**src/rtl/rwsc_defines.vh**
```
// constants of the reset, wake and strap control block
`ifndef RWSC_DEFINES_VH
`define RWSC_DEFINES_VH
// ----------------------------------------
// register offsets
// ----------------------------------------
`define RWSC_OFF_CTRL 8'h00
`define RWSC_OFF_STATUS 8'h04
`define RWSC_OFF_IRQ_STAT 8'h08
`define RWSC_OFF_IRQ_MASK 8'h0c
`define RWSC_OFF_BYTE_TEST 8'h10
// ----------------------------------------
// control fields
// ----------------------------------------
`define RWSC_CTRL_WAKE_EN 0
`define RWSC_CTRL_WAKE_POL 1
`define RWSC_CTRL_WAKE_OD 2
`define RWSC_CTRL_SLEEP 3
`define RWSC_CTRL_WAKE_CLR 4
// ----------------------------------------
// status fields and reset values
// ----------------------------------------
`define RWSC_ST_SPEED 0
`define RWSC_ST_AUTONEG 1
`define RWSC_ST_DUPLEX 2
`define RWSC_ST_XOVER 3
`define RWSC_ST_SLEEP 4
`define RWSC_ST_PERMIT 5
`define RWSC_ST_WAKE 6
`define RWSC_IRQ_WAKE 0
`define RWSC_IRQ_WOKE 1
`define RWSC_IRQ_DROP 2
`define RWSC_CTRL_RST 5'h00
`define RWSC_MASK_RST 3'h0
`define RWSC_SPEED_RST 1'b1
// ----------------------------------------
// timing counts and byte test value
// ----------------------------------------
`define RWSC_STRAP_WAIT 2'h2
`define RWSC_STRAP_DONE 2'h3
`define RWSC_BYTE_TEST_VAL 32'h87654321
`endif

```
**src/rtl/rwsc_top.v**
```verilog
// reset, wake indicator and strap control of the ethernet controller
// Function
// - reset pin resets every register, the speed strap registers to high
// - open pin pulled up, power-on reset used
// - writes ignored until a host read
// - enabled wake event asserts wake indicator
// - wake indicator polarity and drive selectable
// - only host write wakes the device
// - any write data wakes the device
// - crossover enable follows strap, low default
// - speed strap latched at reset release
// - speed strap picks default speed and autonegotiation, duplex fixed half
//
// Decided for this implementation: the strobed register port and the address map.
`timescale 1ns/1ns
`include "rwsc_defines.vh"
module rwsc_top (
  input wire clock, // 100 mhz clock
  input wire nrst, // power-on reset, low
  input wire external_reset_low, // reset pin, low
  input wire host_select_low, // host chip select, low
  input wire host_write_strobe_low, // host write strobe, low
  input wire wake_event, // wake event pulse from detectors
  input wire crossover_auto_enable_strap, // crossover strap, high enables
  input wire speed_strap, // default speed strap, high 100
  input wire [7:0] addr, // register address
  input wire [31:0] wdata, // write data
  input wire wr, // write strobe
  input wire rd, // read strobe
  output reg [31:0] rdata, // read data one cycle after rd
  output reg wake_indicator_out, // wake indicator pin level
  output reg wake_indicator_oe, // wake indicator output enable
  output reg crossover_auto_enable, // crossover detection enabled
  output reg link_speed_100, // default speed 100
  output reg link_full_duplex, // default duplex
  output reg link_autoneg_en, // default autonegotiation
  output reg sleeping, // in power-saving state
  output reg irq // interrupt, high
);
  // ----------------------------------------
  // reset
  // ----------------------------------------
  wire rst_low;
  wire xover_sync;
  wire speed_sync;
  wire host_wr_sync;
  rwsc_reset_merge u_reset (
    .clock(clock),
    .por_low(nrst),
    .external_reset_low(external_reset_low),
    .rst_low(rst_low)
  );
  rwsc_sync2 #(
    .RST_VAL(1'b0) // undriven crossover strap reads low
  ) u_xover (
    .clock(clock),
    .nrst(rst_low),
    .d(crossover_auto_enable_strap),
    .q(xover_sync)
  );
  rwsc_sync2 #(
    .RST_VAL(1'b1) // undriven speed strap reads high
  ) u_speed (
    .clock(clock),
    .nrst(rst_low),
    .d(speed_strap),
    .q(speed_sync)
  );
  rwsc_sync2 #(
    .RST_VAL(1'b0) // idle host pins give no write
  ) u_hwr (
    .clock(clock),
    .nrst(rst_low),
    .d(~(host_select_low | host_write_strobe_low)),
    .q(host_wr_sync)
  );
  // ----------------------------------------
  // state
  // ----------------------------------------
  reg [4:0] ctrl_reg;
  reg [2:0] mask_reg;
  reg [2:0] stat_reg;
  reg permit_reg;
  reg sleep_reg;
  reg wake_reg;
  reg [1:0] strap_cnt_reg;
  reg speed_reg;
  reg hwr_d_reg;
  reg [2:0] stat_next;
  reg [31:0] status_word;
  reg sel_ctrl;
  reg sel_status;
  reg sel_irq_stat;
  reg sel_irq_mask;
  reg sel_byte_test;
  wire host_wr_rise;
  wire wr_ok;
  wire go_sleep;
  wire rd_stat;
  wire ev_wake;
  wire ev_woke;
  wire ev_drop;
  wire wr_ctrl;
  wire wr_mask;
  wire wake_clr;
  // ----------------------------------------
  // address decode
  // ----------------------------------------
  always @* begin
    sel_ctrl = 1'b0;
    sel_status = 1'b0;
    sel_irq_stat = 1'b0;
    sel_irq_mask = 1'b0;
    sel_byte_test = 1'b0;
    if (addr == `RWSC_OFF_CTRL) begin
      sel_ctrl = 1'b1;
    end else if (addr == `RWSC_OFF_STATUS) begin
      sel_status = 1'b1;
    end else if (addr == `RWSC_OFF_IRQ_STAT) begin
      sel_irq_stat = 1'b1;
    end else if (addr == `RWSC_OFF_IRQ_MASK) begin
      sel_irq_mask = 1'b1;
    end else if (addr == `RWSC_OFF_BYTE_TEST) begin
      sel_byte_test = 1'b1;
    end
  end
  // ----------------------------------------
  // events
  // ----------------------------------------
  assign host_wr_rise = host_wr_sync & ~hwr_d_reg;
  assign wr_ok = wr & permit_reg;
  assign wr_ctrl = wr_ok & sel_ctrl;
  assign wr_mask = wr_ok & sel_irq_mask;
  assign go_sleep = wr_ctrl & wdata[`RWSC_CTRL_SLEEP];
  assign wake_clr = wr_ctrl & wdata[`RWSC_CTRL_WAKE_CLR];
  assign rd_stat = rd & sel_irq_stat;
  assign ev_wake = wake_event & ctrl_reg[`RWSC_CTRL_WAKE_EN];
  // a host write cycle on the pins is the only way out of sleep
  assign ev_woke = host_wr_rise & sleep_reg;
  // a refused write is flagged even while asleep
  assign ev_drop = wr & ~permit_reg;
  // ----------------------------------------
  // strap capture
  // ----------------------------------------
  // the synchronisers restart with the reset, so the capture waits until
  // the strap level has passed both stages
  always @(posedge clock or negedge rst_low) begin
    if (!rst_low) begin
      strap_cnt_reg <= 2'h0;
    end else if (strap_cnt_reg != `RWSC_STRAP_DONE) begin
      strap_cnt_reg <= strap_cnt_reg + 2'h1;
    end
  end
  always @(posedge clock or negedge rst_low) begin
    if (!rst_low) begin
      speed_reg <= `RWSC_SPEED_RST;
    end else if (strap_cnt_reg == `RWSC_STRAP_WAIT) begin
      speed_reg <= speed_sync;
    end
  end
  always @(posedge clock or negedge rst_low) begin
    if (!rst_low) begin
      link_speed_100 <= 1'b0;
      link_autoneg_en <= 1'b0;
      link_full_duplex <= 1'b0;
      crossover_auto_enable <= 1'b0;
    end else begin
      link_speed_100 <= speed_reg;
      link_autoneg_en <= speed_reg;
      link_full_duplex <= 1'b0;
      crossover_auto_enable <= xover_sync;
    end
  end
  // ----------------------------------------
  // write permit and sleep
  // ----------------------------------------
  always @(posedge clock or negedge rst_low) begin
    if (!rst_low) begin
      hwr_d_reg <= 1'b0;
    end else begin
      hwr_d_reg <= host_wr_sync;
    end
  end
  always @(posedge clock or negedge rst_low) begin
    if (!rst_low) begin
      sleep_reg <= 1'b0;
    end else if (go_sleep) begin
      sleep_reg <= 1'b1;
    end else if (ev_woke) begin
      sleep_reg <= 1'b0;
    end
  end
  // sleep entry drops the permit, reads while asleep do not restore it
  always @(posedge clock or negedge rst_low) begin
    if (!rst_low) begin
      permit_reg <= 1'b0;
    end else if (go_sleep) begin
      permit_reg <= 1'b0;
    end else if (rd && !sleep_reg) begin
      permit_reg <= 1'b1;
    end
  end
  // ----------------------------------------
  // control registers
  // ----------------------------------------
  always @(posedge clock or negedge rst_low) begin
    if (!rst_low) begin
      ctrl_reg <= `RWSC_CTRL_RST;
    end else if (wr_ctrl) begin
      // sleep and clear are strobes and read back as zero
      ctrl_reg <= {2'h0, wdata[`RWSC_CTRL_WAKE_OD:`RWSC_CTRL_WAKE_EN]};
    end
  end
  always @(posedge clock or negedge rst_low) begin
    if (!rst_low) begin
      mask_reg <= `RWSC_MASK_RST;
    end else if (wr_mask) begin
      mask_reg <= wdata[2:0];
    end
  end
  // ----------------------------------------
  // wake indicator
  // ----------------------------------------
  always @(posedge clock or negedge rst_low) begin
    if (!rst_low) begin
      wake_reg <= 1'b0;
    end else if (ev_wake) begin
      wake_reg <= 1'b1;
    end else if (wake_clr || !ctrl_reg[`RWSC_CTRL_WAKE_EN]) begin
      wake_reg <= 1'b0;
    end
  end
  always @(posedge clock or negedge rst_low) begin
    if (!rst_low) begin
      wake_indicator_out <= 1'b0;
      wake_indicator_oe <= 1'b0;
    end else if (ctrl_reg[`RWSC_CTRL_WAKE_OD]) begin
      // open drain: drive only the active-low level
      wake_indicator_out <= 1'b0;
      wake_indicator_oe <= wake_reg;
    end else begin
      wake_indicator_out <= wake_reg ~^ ctrl_reg[`RWSC_CTRL_WAKE_POL];
      wake_indicator_oe <= 1'b1;
    end
  end
  always @(posedge clock or negedge rst_low) begin
    if (!rst_low) begin
      sleeping <= 1'b0;
    end else begin
      sleeping <= sleep_reg;
    end
  end
  // ----------------------------------------
  // interrupt status
  // ----------------------------------------
  always @* begin
    // a read clears the status, an event in the same cycle still sets it
    stat_next = rd_stat ? 3'h0 : stat_reg;
    if (ev_wake) begin
      stat_next[`RWSC_IRQ_WAKE] = 1'b1;
    end
    if (ev_woke) begin
      stat_next[`RWSC_IRQ_WOKE] = 1'b1;
    end
    if (ev_drop) begin
      stat_next[`RWSC_IRQ_DROP] = 1'b1;
    end
  end
  always @(posedge clock or negedge rst_low) begin
    if (!rst_low) begin
      stat_reg <= 3'h0;
      irq <= 1'b0;
    end else begin
      stat_reg <= stat_next;
      irq <= |(stat_next & mask_reg);
    end
  end
  // ----------------------------------------
  // status word
  // ----------------------------------------
  always @* begin
    status_word = 32'h0;
    status_word[`RWSC_ST_SPEED] = speed_reg;
    status_word[`RWSC_ST_AUTONEG] = speed_reg;
    status_word[`RWSC_ST_DUPLEX] = 1'b0;
    status_word[`RWSC_ST_XOVER] = crossover_auto_enable;
    status_word[`RWSC_ST_SLEEP] = sleep_reg;
    status_word[`RWSC_ST_PERMIT] = permit_reg;
    status_word[`RWSC_ST_WAKE] = wake_reg;
  end
  // ----------------------------------------
  // read data
  // ----------------------------------------
  always @(posedge clock or negedge rst_low) begin
    if (!rst_low) begin
      rdata <= 32'h0;
    end else if (!rd) begin
      rdata <= 32'h0;
    end else if (sel_ctrl) begin
      rdata <= {27'h0, ctrl_reg};
    end else if (sel_status) begin
      rdata <= status_word;
    end else if (sel_irq_stat) begin
      rdata <= {29'h0, stat_reg};
    end else if (sel_irq_mask) begin
      rdata <= {29'h0, mask_reg};
    end else if (sel_byte_test) begin
      rdata <= `RWSC_BYTE_TEST_VAL;
    end else begin
      rdata <= 32'h0;
    end
  end
endmodule

```
**src/rtl/rwsc_sync2.v**
```verilog
// two-flop synchroniser for one level
`timescale 1ns/1ns
module rwsc_sync2 #(
  parameter RST_VAL = 1'b0
) (
  input wire clock, // clock
  input wire nrst, // async reset, low
  input wire d, // level in
  output reg q // synchronised level
);
  reg meta_reg;
  always @(posedge clock or negedge nrst) begin
    if (!nrst) begin
      meta_reg <= RST_VAL;
      q <= RST_VAL;
    end else begin
      meta_reg <= d;
      q <= meta_reg;
    end
  end
endmodule

```
**src/rtl/rwsc_reset_merge.v**
```verilog
// merge of the external reset pin with the power-on reset
`timescale 1ns/1ns
module rwsc_reset_merge (
  input wire clock, // clock
  input wire por_low, // internal power-on reset, low
  input wire external_reset_low, // reset pin, pulled up when open
  output reg rst_low // merged reset, async assert, sync release
);
  reg stage_reg;
  wire any_low;
  // an open pin reads high, so only the power-on reset then acts
  assign any_low = por_low & external_reset_low;
  always @(posedge clock or negedge any_low) begin
    if (!any_low) begin
      stage_reg <= 1'b0;
      rst_low <= 1'b0;
    end else begin
      stage_reg <= 1'b1;
      rst_low <= stage_reg;
    end
  end
endmodule

```
**config.mk**
```make
export PLATFORM = sky130hd
export DESIGN_NAME = rwsc_top
export DESIGN_NICKNAME = d
export VERILOG_FILES = /design/src/rtl/rwsc_top.v /design/src/rtl/rwsc_sync2.v /design/src/rtl/rwsc_reset_merge.v
export VERILOG_INCLUDE_DIRS = /design/src /design/src/rtl
export SDC_FILE = /design/constraint.sdc
export NUM_CORES = 1
export LEC_CHECK = 0
export BUFFER_PORTS_ARGS = -buffer_cell sky130_fd_sc_hd__buf_2
export CAP_MARGIN = 30
export CELL_PAD_IN_SITES_DETAIL_PLACEMENT = 1
export CELL_PAD_IN_SITES_GLOBAL_PLACEMENT = 1
export CORE_UTILIZATION = 36
export DETAILED_ROUTE_END_ITERATION = 12
export MAX_ROUTING_LAYER = met4
export PLACE_DENSITY_LB_ADDON = 0.1
export SYNTH_ARGS = -nofsm -noshare
export SYNTH_HDL_FRONTEND = slang
export SYNTH_SLANG_ARGS = --single-unit
```
**constraint.sdc**
```tcl
create_clock -name clock -period 2.8 [get_ports clock]
set_clock_uncertainty 0.15 [all_clocks]
set_input_delay 0.14 -clock clock [delete_from_list [all_inputs] [get_ports clock]]
set_output_delay 0.14 -clock clock [all_outputs]
set_load 0.01 [all_outputs]
```
==> results of run 1 <==
[worst reg2reg max path, cell delays in order, from the launching register on]
cell and delay [ns]:
dfrtp_1 0.40, nand4_1 0.18, nor3_4 0.32, a31oi_1 0.12, dlygate4sd3_1 0.56
[metrics by stage]
step	hold slack [ns]	worst slack, ns	cells
after floorplan	-0.204	1.33	147
after detailed placement	-0.109	1.00	219
after global routing	0.0290	0.775	240
final	0.0197	0.873	240
after global placement	-0.120	1.04	219
after CTS	0.00865	0.867	240
[cell type report]
cell class                 instances  area [sq um]
clock buffer                       5          68.8
clock inverter                     3          45.0
fill                             483          2350
inverter                           4          15.0
multi-input combinational         77           546
sequential                        38           955
tap                               52          65.1
timing repair buffer              61           373
[layout by cell type, fill, tap and decap left out, drive strengths merged, types with 3 or more instances in the layout]
| cell type | synthesis | final |
|---|---|---|
| buf | 28 | 48 |
| dfrtp | 35 | 35 |
| conb | 2 | 16 |
| dlygate4sd3 | 0 | 13 |
| nor2 | 8 | 8 |
| mux2 | 8 | 8 |
| clkbuf | 0 | 5 |
| inv | 4 | 4 |
| and2 | 4 | 4 |
| a22o | 4 | 4 |
| nand2b | 3 | 3 |
| a21oi | 3 | 3 |
| dfstp | 3 | 3 |
| nor3 | 3 | 3 |
| a21o | 3 | 3 |
[power by group through the flow]
stage | logic [mW] | registers (mW) | clock network [mW]
global route | 0.116 | 0.596 | 0.499
CTS | 0.105 | 0.593 | 0.477
floorplan | 0.0688 | 0.605 | 0
detailed placement | 0.0915 | 0.604 | 0
finish | 0.105 | 0.592 | 0.462
global placement | 0.0896 | 0.603 | 0
[logic make-up (layout without fill, tap and decap cells)]
kind of cell / after synthesis / after routing
DFF: 38 / 38
buffers and inverters: 32 / 73
and+or+nand+nor: 30 / 30
AOI/OAI and AO/OA: 17 / 17
muxes: 10 / 10
adders and majority gates: 2 / 2
other: 2 / 16
xor gates and xnor gates: 2 / 2
[layer usage]
layer  track usage  vias up  share of wire
met2         0.237       37           0.51
met5             -        -              0
met1         0.162      526           0.42
met3        0.0361        8          0.051
li1              -      516              -
met4        0.0600        0          0.020
[how the worst max path moves through the flow]
stage                                   end  slack, ns  cells past startpoint
global placement    ctrl_reg[0]$_DFFE_PN0N_       1.04                      5
floorplan           ctrl_reg[0]$_DFFE_PN0N_       1.33                      4
detailed placement  ctrl_reg[2]$_DFFE_PN0N_       1.00                      5
finish                 wake_reg$_DFFE_PN0P_       0.87                      6
CTS                    wake_reg$_DFFE_PN0P_       0.87                      6
global route           wake_reg$_DFFE_PN0P_       0.78                      6
[what timing repair did]
item,4_1_cts,5_1_grt
setup endpoints to repair,0,0
hold buffers,13,0
hold endpoints to repair,15,0
==> summary.md, run 1 <==
| Metric | Value |
|---|---|
| Final core occ | 0.468 |
| Vias | 1087 |
| CP top delay family | buffers and inverters |
| Max reg flops | 8 |
| Total grt overflow | 0 |
| Reg-to-Reg Start | permit_reg$_DFFE_PN0P_ |
| Final setup violation count | 0 |
| Sw Pwr | 0.267 mW |
| Syn avg cell area | 12.6 sq um |
| Critical Path Most Common Cell | dlygate4sd3_1 |
| Post-CTS resize count | 0 |
| Sink Count | 38 |
| Pin count of the biggest net entering global routing | 24 |
| Pwr dens | 561 mW/mm^2 |
| Hold path start | wake_event |
| Tmin final | 1.93 ns |
| Tightest Hold Check Type | input port to register |
| PortBufs | 47 |
| Int Pwr | 0.892 mW |
| Worst path bufs/invs | 3 |
| Layout cells sized above 1 | 0.394 |
| Maximum VDD drop | 0.000334 V |
| 1st-iter DRT viols | 17 |
| Drt total wl | 3200 um |
| Fin crit share | 0.688 |
| R2R setup slack | 0.96 ns |
| Max cap viols | 0 |
| Power Total | 1.16 mW |
| Worst setup path category | input port to register |
| Initial antenna violation count | 0 |
| Clock-pin slew on the worst setup and hold paths | 0.07 ns |
| Adder-cell share of the synthesized area | 0.0149 |
| RSZ-0062 raised after global routing | no |
| Worst Hold End | stat_reg[0]$_DFF_PN0_ |
| Slowest CP cell | dlygate4sd3_1 |
| Placed Instance Area | 0.00182 sq mm |
| Number of nets in the layout | 239 |
| Worst skew pair latency | 0.29 ns |
| Ys async rst share | 1.00 |
| DR vias/cell | 4.53 |
| Synth cell count leaders | dfrtp_1, buf_4, mux2_2, nor2_1 |
| Status | complete, no violations |
| Worst-path cell chain | dlygate4sd3_1 -> buf_2 -> nand4_1 -> nor3_4 -> a31oi_1 -> dlygate4sd3_1 |
| Sw Share | 0.230 |
| FMAX | 519 MHz |
| Max Buffers Root-to-Sink | 2 |
| Synth area leaders | dfrtp_1, buf_4, mux2_2 |
| Area Overhead vs Synth | 23.0% |
| Global-route wire length before repair | 5180 um |
| Post-synthesis instance total | 133 |
| Number of global-route vias before repair | 1074 |
| Post-synthesis mux area share | 0.0752 |
| Row Count | 24 |
| Synth Area in XOR/XNOR | 0.0104 |
| Hpwl dp | 2370 um |
| Worst relative slew slack | 0.607 |
| Main combinational cell family by area after synthesis | buffers and inverters |
| TritonCTS clock tree | done |
| Final TNS setup | 0 ns |
| Synth Flop Type | dfrtp_1 |
| Clock network power share | 0.399 |
| Number of synthesized flops with an enable pin | 0 |
| Proportion of power drawn by flip-flops and latches | 0.511 |
| Die area | 0.00494 sq mm |
| Final GP Congestion | 0.747 |
| Biggest register | rdata |
| Critical Path Fanout Max | 6 |
| H-tree levels | 2 |
| Total CTS buffers | 5 |
| Post-synthesis compound-gate area fraction | 0.0759 |
| Final hold violations | 0 |
| Core footprint | 0.00441 sq mm |
| Die W | 70.3 um |
| Lkg Pwr | 1.10 nW |
| Total GRT Usage | 0.142 |
| Worst reg-to-reg path cell count | 4 |
| R2r endpoint | wake_reg$_DFFE_PN0P_ |
| Post-Synth Simple-Gate Area | 0.112 |
| First-pass iteration count of the detailed router | 3 |
| Worst Hold Depth | 2 |
| Routed Antenna Nets | 0 |
| Post-CTS Setup Repair Bufs | 0 |
| Yosys warns | 0 |
| Sequential area share after synthesis | 0.568 |
| Antenna Cells | 0 |
| Yosys top cell by area | dfrtp_1 |
| Combinational power share | 0.091 |
| Post-synth top area share | 0.521 |
| Synth Cell Area | 0.00168 sq mm |
| Chip height | 70.3 um |
| Crit-path max cell delay | 0.56 ns |
| Worst setup path start | wr |
| Crit path DAT | 1.95 ns |
| Fin area | 0.00207 sq mm |
| Final max-slew violation count | 0 |
| Slew @ Worst Pin | 0.588 ns |
| Critical Path End Type | register |
| Most frequent cell after synthesis | dfrtp_1 |
| Number of synthesized register bits | 38 |
| Routed WL per cell | 13.3 um |
| Residual DRC | 0 |
| Critical path launch point type | input port |
| I/O pin total | 90 |
| Unique cell type count in the Yosys netlist | 37 |
| Data required time of the worst path | 2.83 ns |
| Initial core utilization | 0.381 |
| Root Driver | clkbuf_8 |
Power figures use the tool's default switching activity.
==> run 2: changes to the inputs <==
- CORE_UTILIZATION: 36 -> 30
- clock period: 2.8 -> 1.6 ns (I/O delays scaled with it)
==> summary.md, run 2 (synthesis results as in run 1) <==
| Metric | Value |
|---|---|
| Status | complete, no violations (unchanged) |
| Proportion of power drawn by flip-flops and latches | 0.547 (was 0.511) |
| Clock-pin slew on the worst setup and hold paths | 0.08 ns (was 0.07 ns) |
| PortBufs | 47 (unchanged) |
| Sink Count | 38 (unchanged) |
| Routed WL per cell | 12.3 um (was 13.3 um) |
| Layout cells sized above 1 | 0.418 (was 0.394) |
| Final GP Congestion | 0.707 (was 0.747) |
| Worst-path cell chain | dlygate4sd3_1 -> buf_2 -> nand4_1 -> nor3_4 -> mux2_2 (was dlygate4sd3_1 -> buf_2 -> nand4_1 -> nor3_4 -> a31oi_1 -> dlygate4sd3_1) |
| Initial core utilization | 0.321 (was 0.381) |
| Crit-path max cell delay | 0.53 ns (was 0.56 ns) |
| Lkg Pwr | 1.16 nW (was 1.10 nW) |
| CP top delay family | buffers and inverters (unchanged) |
| Tightest Hold Check Type | input port to register (unchanged) |
| I/O pin total | 90 (unchanged) |
| Initial antenna violation count | 0 (unchanged) |
| TritonCTS clock tree | done (unchanged) |
| Critical path launch point type | input port (unchanged) |
| RSZ-0062 raised after global routing | yes (was no) |
| Pwr dens | 866 mW/mm^2 (was 561 mW/mm^2) |
| Placed Instance Area | 0.00193 sq mm (was 0.00182 sq mm) |
| Fin area | 0.00218 sq mm (was 0.00207 sq mm) |
| Hold Slack | 0.0413 ns (was 0.0197 ns) |
| 1st-iter DRT viols | 64 (was 17) |
| Critical Path Fanout Max | 5 (was 6) |
| Tmin final | 1.54 ns |
| Maximum VDD drop | 0.000462 V (was 0.000334 V) |
| Final hold violations | 0 (unchanged) |
| Combinational power share | 0.107 (was 0.091) |
| Root Driver | clkbuf_8 (unchanged) |
| Post-CTS resize count | 0 (unchanged) |
| Crit path DAT | 1.57 ns (was 1.95 ns) |
| Most common cell after layout, fill and taps aside | buf_2 (unchanged) |
| Vias | 1155 (was 1087) |
| Total grt overflow | 0 (unchanged) |
| Final setup violation count | 0 (unchanged) |
| Chip height | 76.8 um (was 70.3 um) |
| Final TNS setup | 0 ns (unchanged) |
| FMAX | 649 MHz |
| Fillers | 606 (was 483) |
| Die W | 76.8 um (was 70.3 um) |
| Max cap viols | 0 (unchanged) |
| Worst skew pair latency | 0.29 ns (about the same) |
| Worst path bufs/invs | 2 (was 3) |
| Final max-slew violation count | 0 (unchanged) |
| R2R setup slack | 0.13 ns (was 0.96 ns) |
| Int Pwr | 1.42 mW (was 0.892 mW) |
| Fin crit share | 0.963 |
| Worst setup path category | input port to register (unchanged) |
| Max reg flops | 8 (unchanged) |
| Antenna Cells | 0 (unchanged) |
| Clock network power share | 0.347 (was 0.399) |
| Final core occ | 0.417 (was 0.468) |
| Sw Pwr | 0.473 mW (was 0.267 mW) |
| Area Overhead vs Synth | 29.9% (was 23.0%) |
| Die area | 0.00590 sq mm (was 0.00494 sq mm) |
| First-pass iteration count of the detailed router | 4 (was 3) |
| Core footprint | 0.00524 sq mm (was 0.00441 sq mm) |
| Critical Path End Type | register (unchanged) |
| H-tree levels | 2 (unchanged) |
| Total CTS buffers | 5 (unchanged) |
| Area taken by multi-input logic gates | 546 sq um (unchanged) |
| Pin count of the biggest net entering global routing | 31 (was 24) |
| Data required time of the worst path | 1.63 ns (was 2.83 ns) |
| Most frequent cells in the layout | buf_2, dfrtp_1, conb_1, dlygate4sd3_1, buf_4 (was buf_2, dfrtp_1, conb_1) |
| Biggest register | rdata (unchanged) |
| Drt total wl | 3330 um (was 3200 um) |
| Global-route wire length before repair | 5810 um (was 5180 um) |
| Sw Share | 0.250 (was 0.230) |
| Total GRT Usage | 0.131 (was 0.142) |
| Row Count | 26 (was 24) |
| Residual DRC | 0 (unchanged) |
| FF+latch area | 955 sq um (unchanged) |
| Number of global-route vias before repair | 1243 (was 1074) |
| Slowest CP cell | dlygate4sd3_1 (unchanged) |
| Power Total | 1.89 mW (was 1.16 mW) |
| Max Buffers Root-to-Sink | 2 (unchanged) |
| Number of nets in the layout | 252 (was 239) |
| DR vias/cell | 4.26 (was 4.53) |
| Hpwl dp | 2440 um (was 2370 um) |
| Routed Antenna Nets | 0 (unchanged) |
[run 2: worst min-delay path, stage by stage]
cell and delay, ns:
buf_2 0.10, nor3b_2 0.04, nand4_2 0.09, a22o_2 0.14
[run 2: path summary, 6_finish.rpt]
check | startpoint | endpoint | depth (start not counted)
worst max-delay path | wr | ctrl_reg[0]$_DFFE_PN0N_ | 5
max in group asynchronous | u_reset.rst_low$_DFF_PN0_ | strap_cnt_reg[0]$_DFFE_PN0P_ | 1
worst min-delay path | addr[2] | stat_reg[2]$_DFF_PN0_ | 4
min in group asynchronous | nrst | u_reset.stage_reg$_DFF_PN0_ | 3
worst min register to register | u_reset.rst_low$_DFF_PN0_ | speed_reg$_DFFE_PN1N_ | 0
worst max register to register | permit_reg$_DFFE_PN0P_ | ctrl_reg[0]$_DFFE_PN0N_ | 3
[run 2: metal layers]
layer / wire length [um] / part of all wire / global-route usage
met5: 0 / 0 / -
met2: 1770 / 0.53 / 0.231
met4: 67 / 0.020 / 0.0577
met3: 186 / 0.056 / 0.0333
met1: 1310 / 0.39 / 0.138
[run 2: power groups by stage]
stage	Clock [mW]	Sequential, mW	Combinational, mW
6_report	0.656	1.03	0.202
2_1_floorplan	0	1.06	0.120
3_3_place_gp	0	1.05	0.174
5_1_grt	0.722	1.04	0.227
3_5_place_dp	0	1.05	0.174
4_1_cts	0.678	1.04	0.205
[run 2: metrics by stage]
| step | std cells | setup WS [ns] |
|---|---|---|
| 3_5_place_dp | 247 | -0.109 |
| 4_1_cts | 271 | 0.0389 |
| 6_report | 271 | 0.0586 |
| 5_1_grt | 271 | -0.00652 |
| 3_3_place_gp | 247 | -0.0624 |
| 2_1_floorplan | 147 | 0.195 |
[run 2: area by class of cell]
| cell class | count | share of cell area |
|---|---|---|
| Inverter | 4 | 0.00688 |
| Tap cell | 70 | 0.0401 |
| Sequential cell | 38 | 0.437 |
| Timing Repair Buffer | 74 | 0.225 |
| Clock inverter | 3 | 0.00974 |
| Multi-Input combinational cell | 77 | 0.250 |
| Clock buffer | 5 | 0.0315 |
[run 2: repair_timing]
item | 4_1_cts | 5_1_grt
setup buffers | 0 | 0
endpoints found under the setup margin | 0 | 1
hold buffers | 16 | 0
hold endpoints to repair | 21 | 0
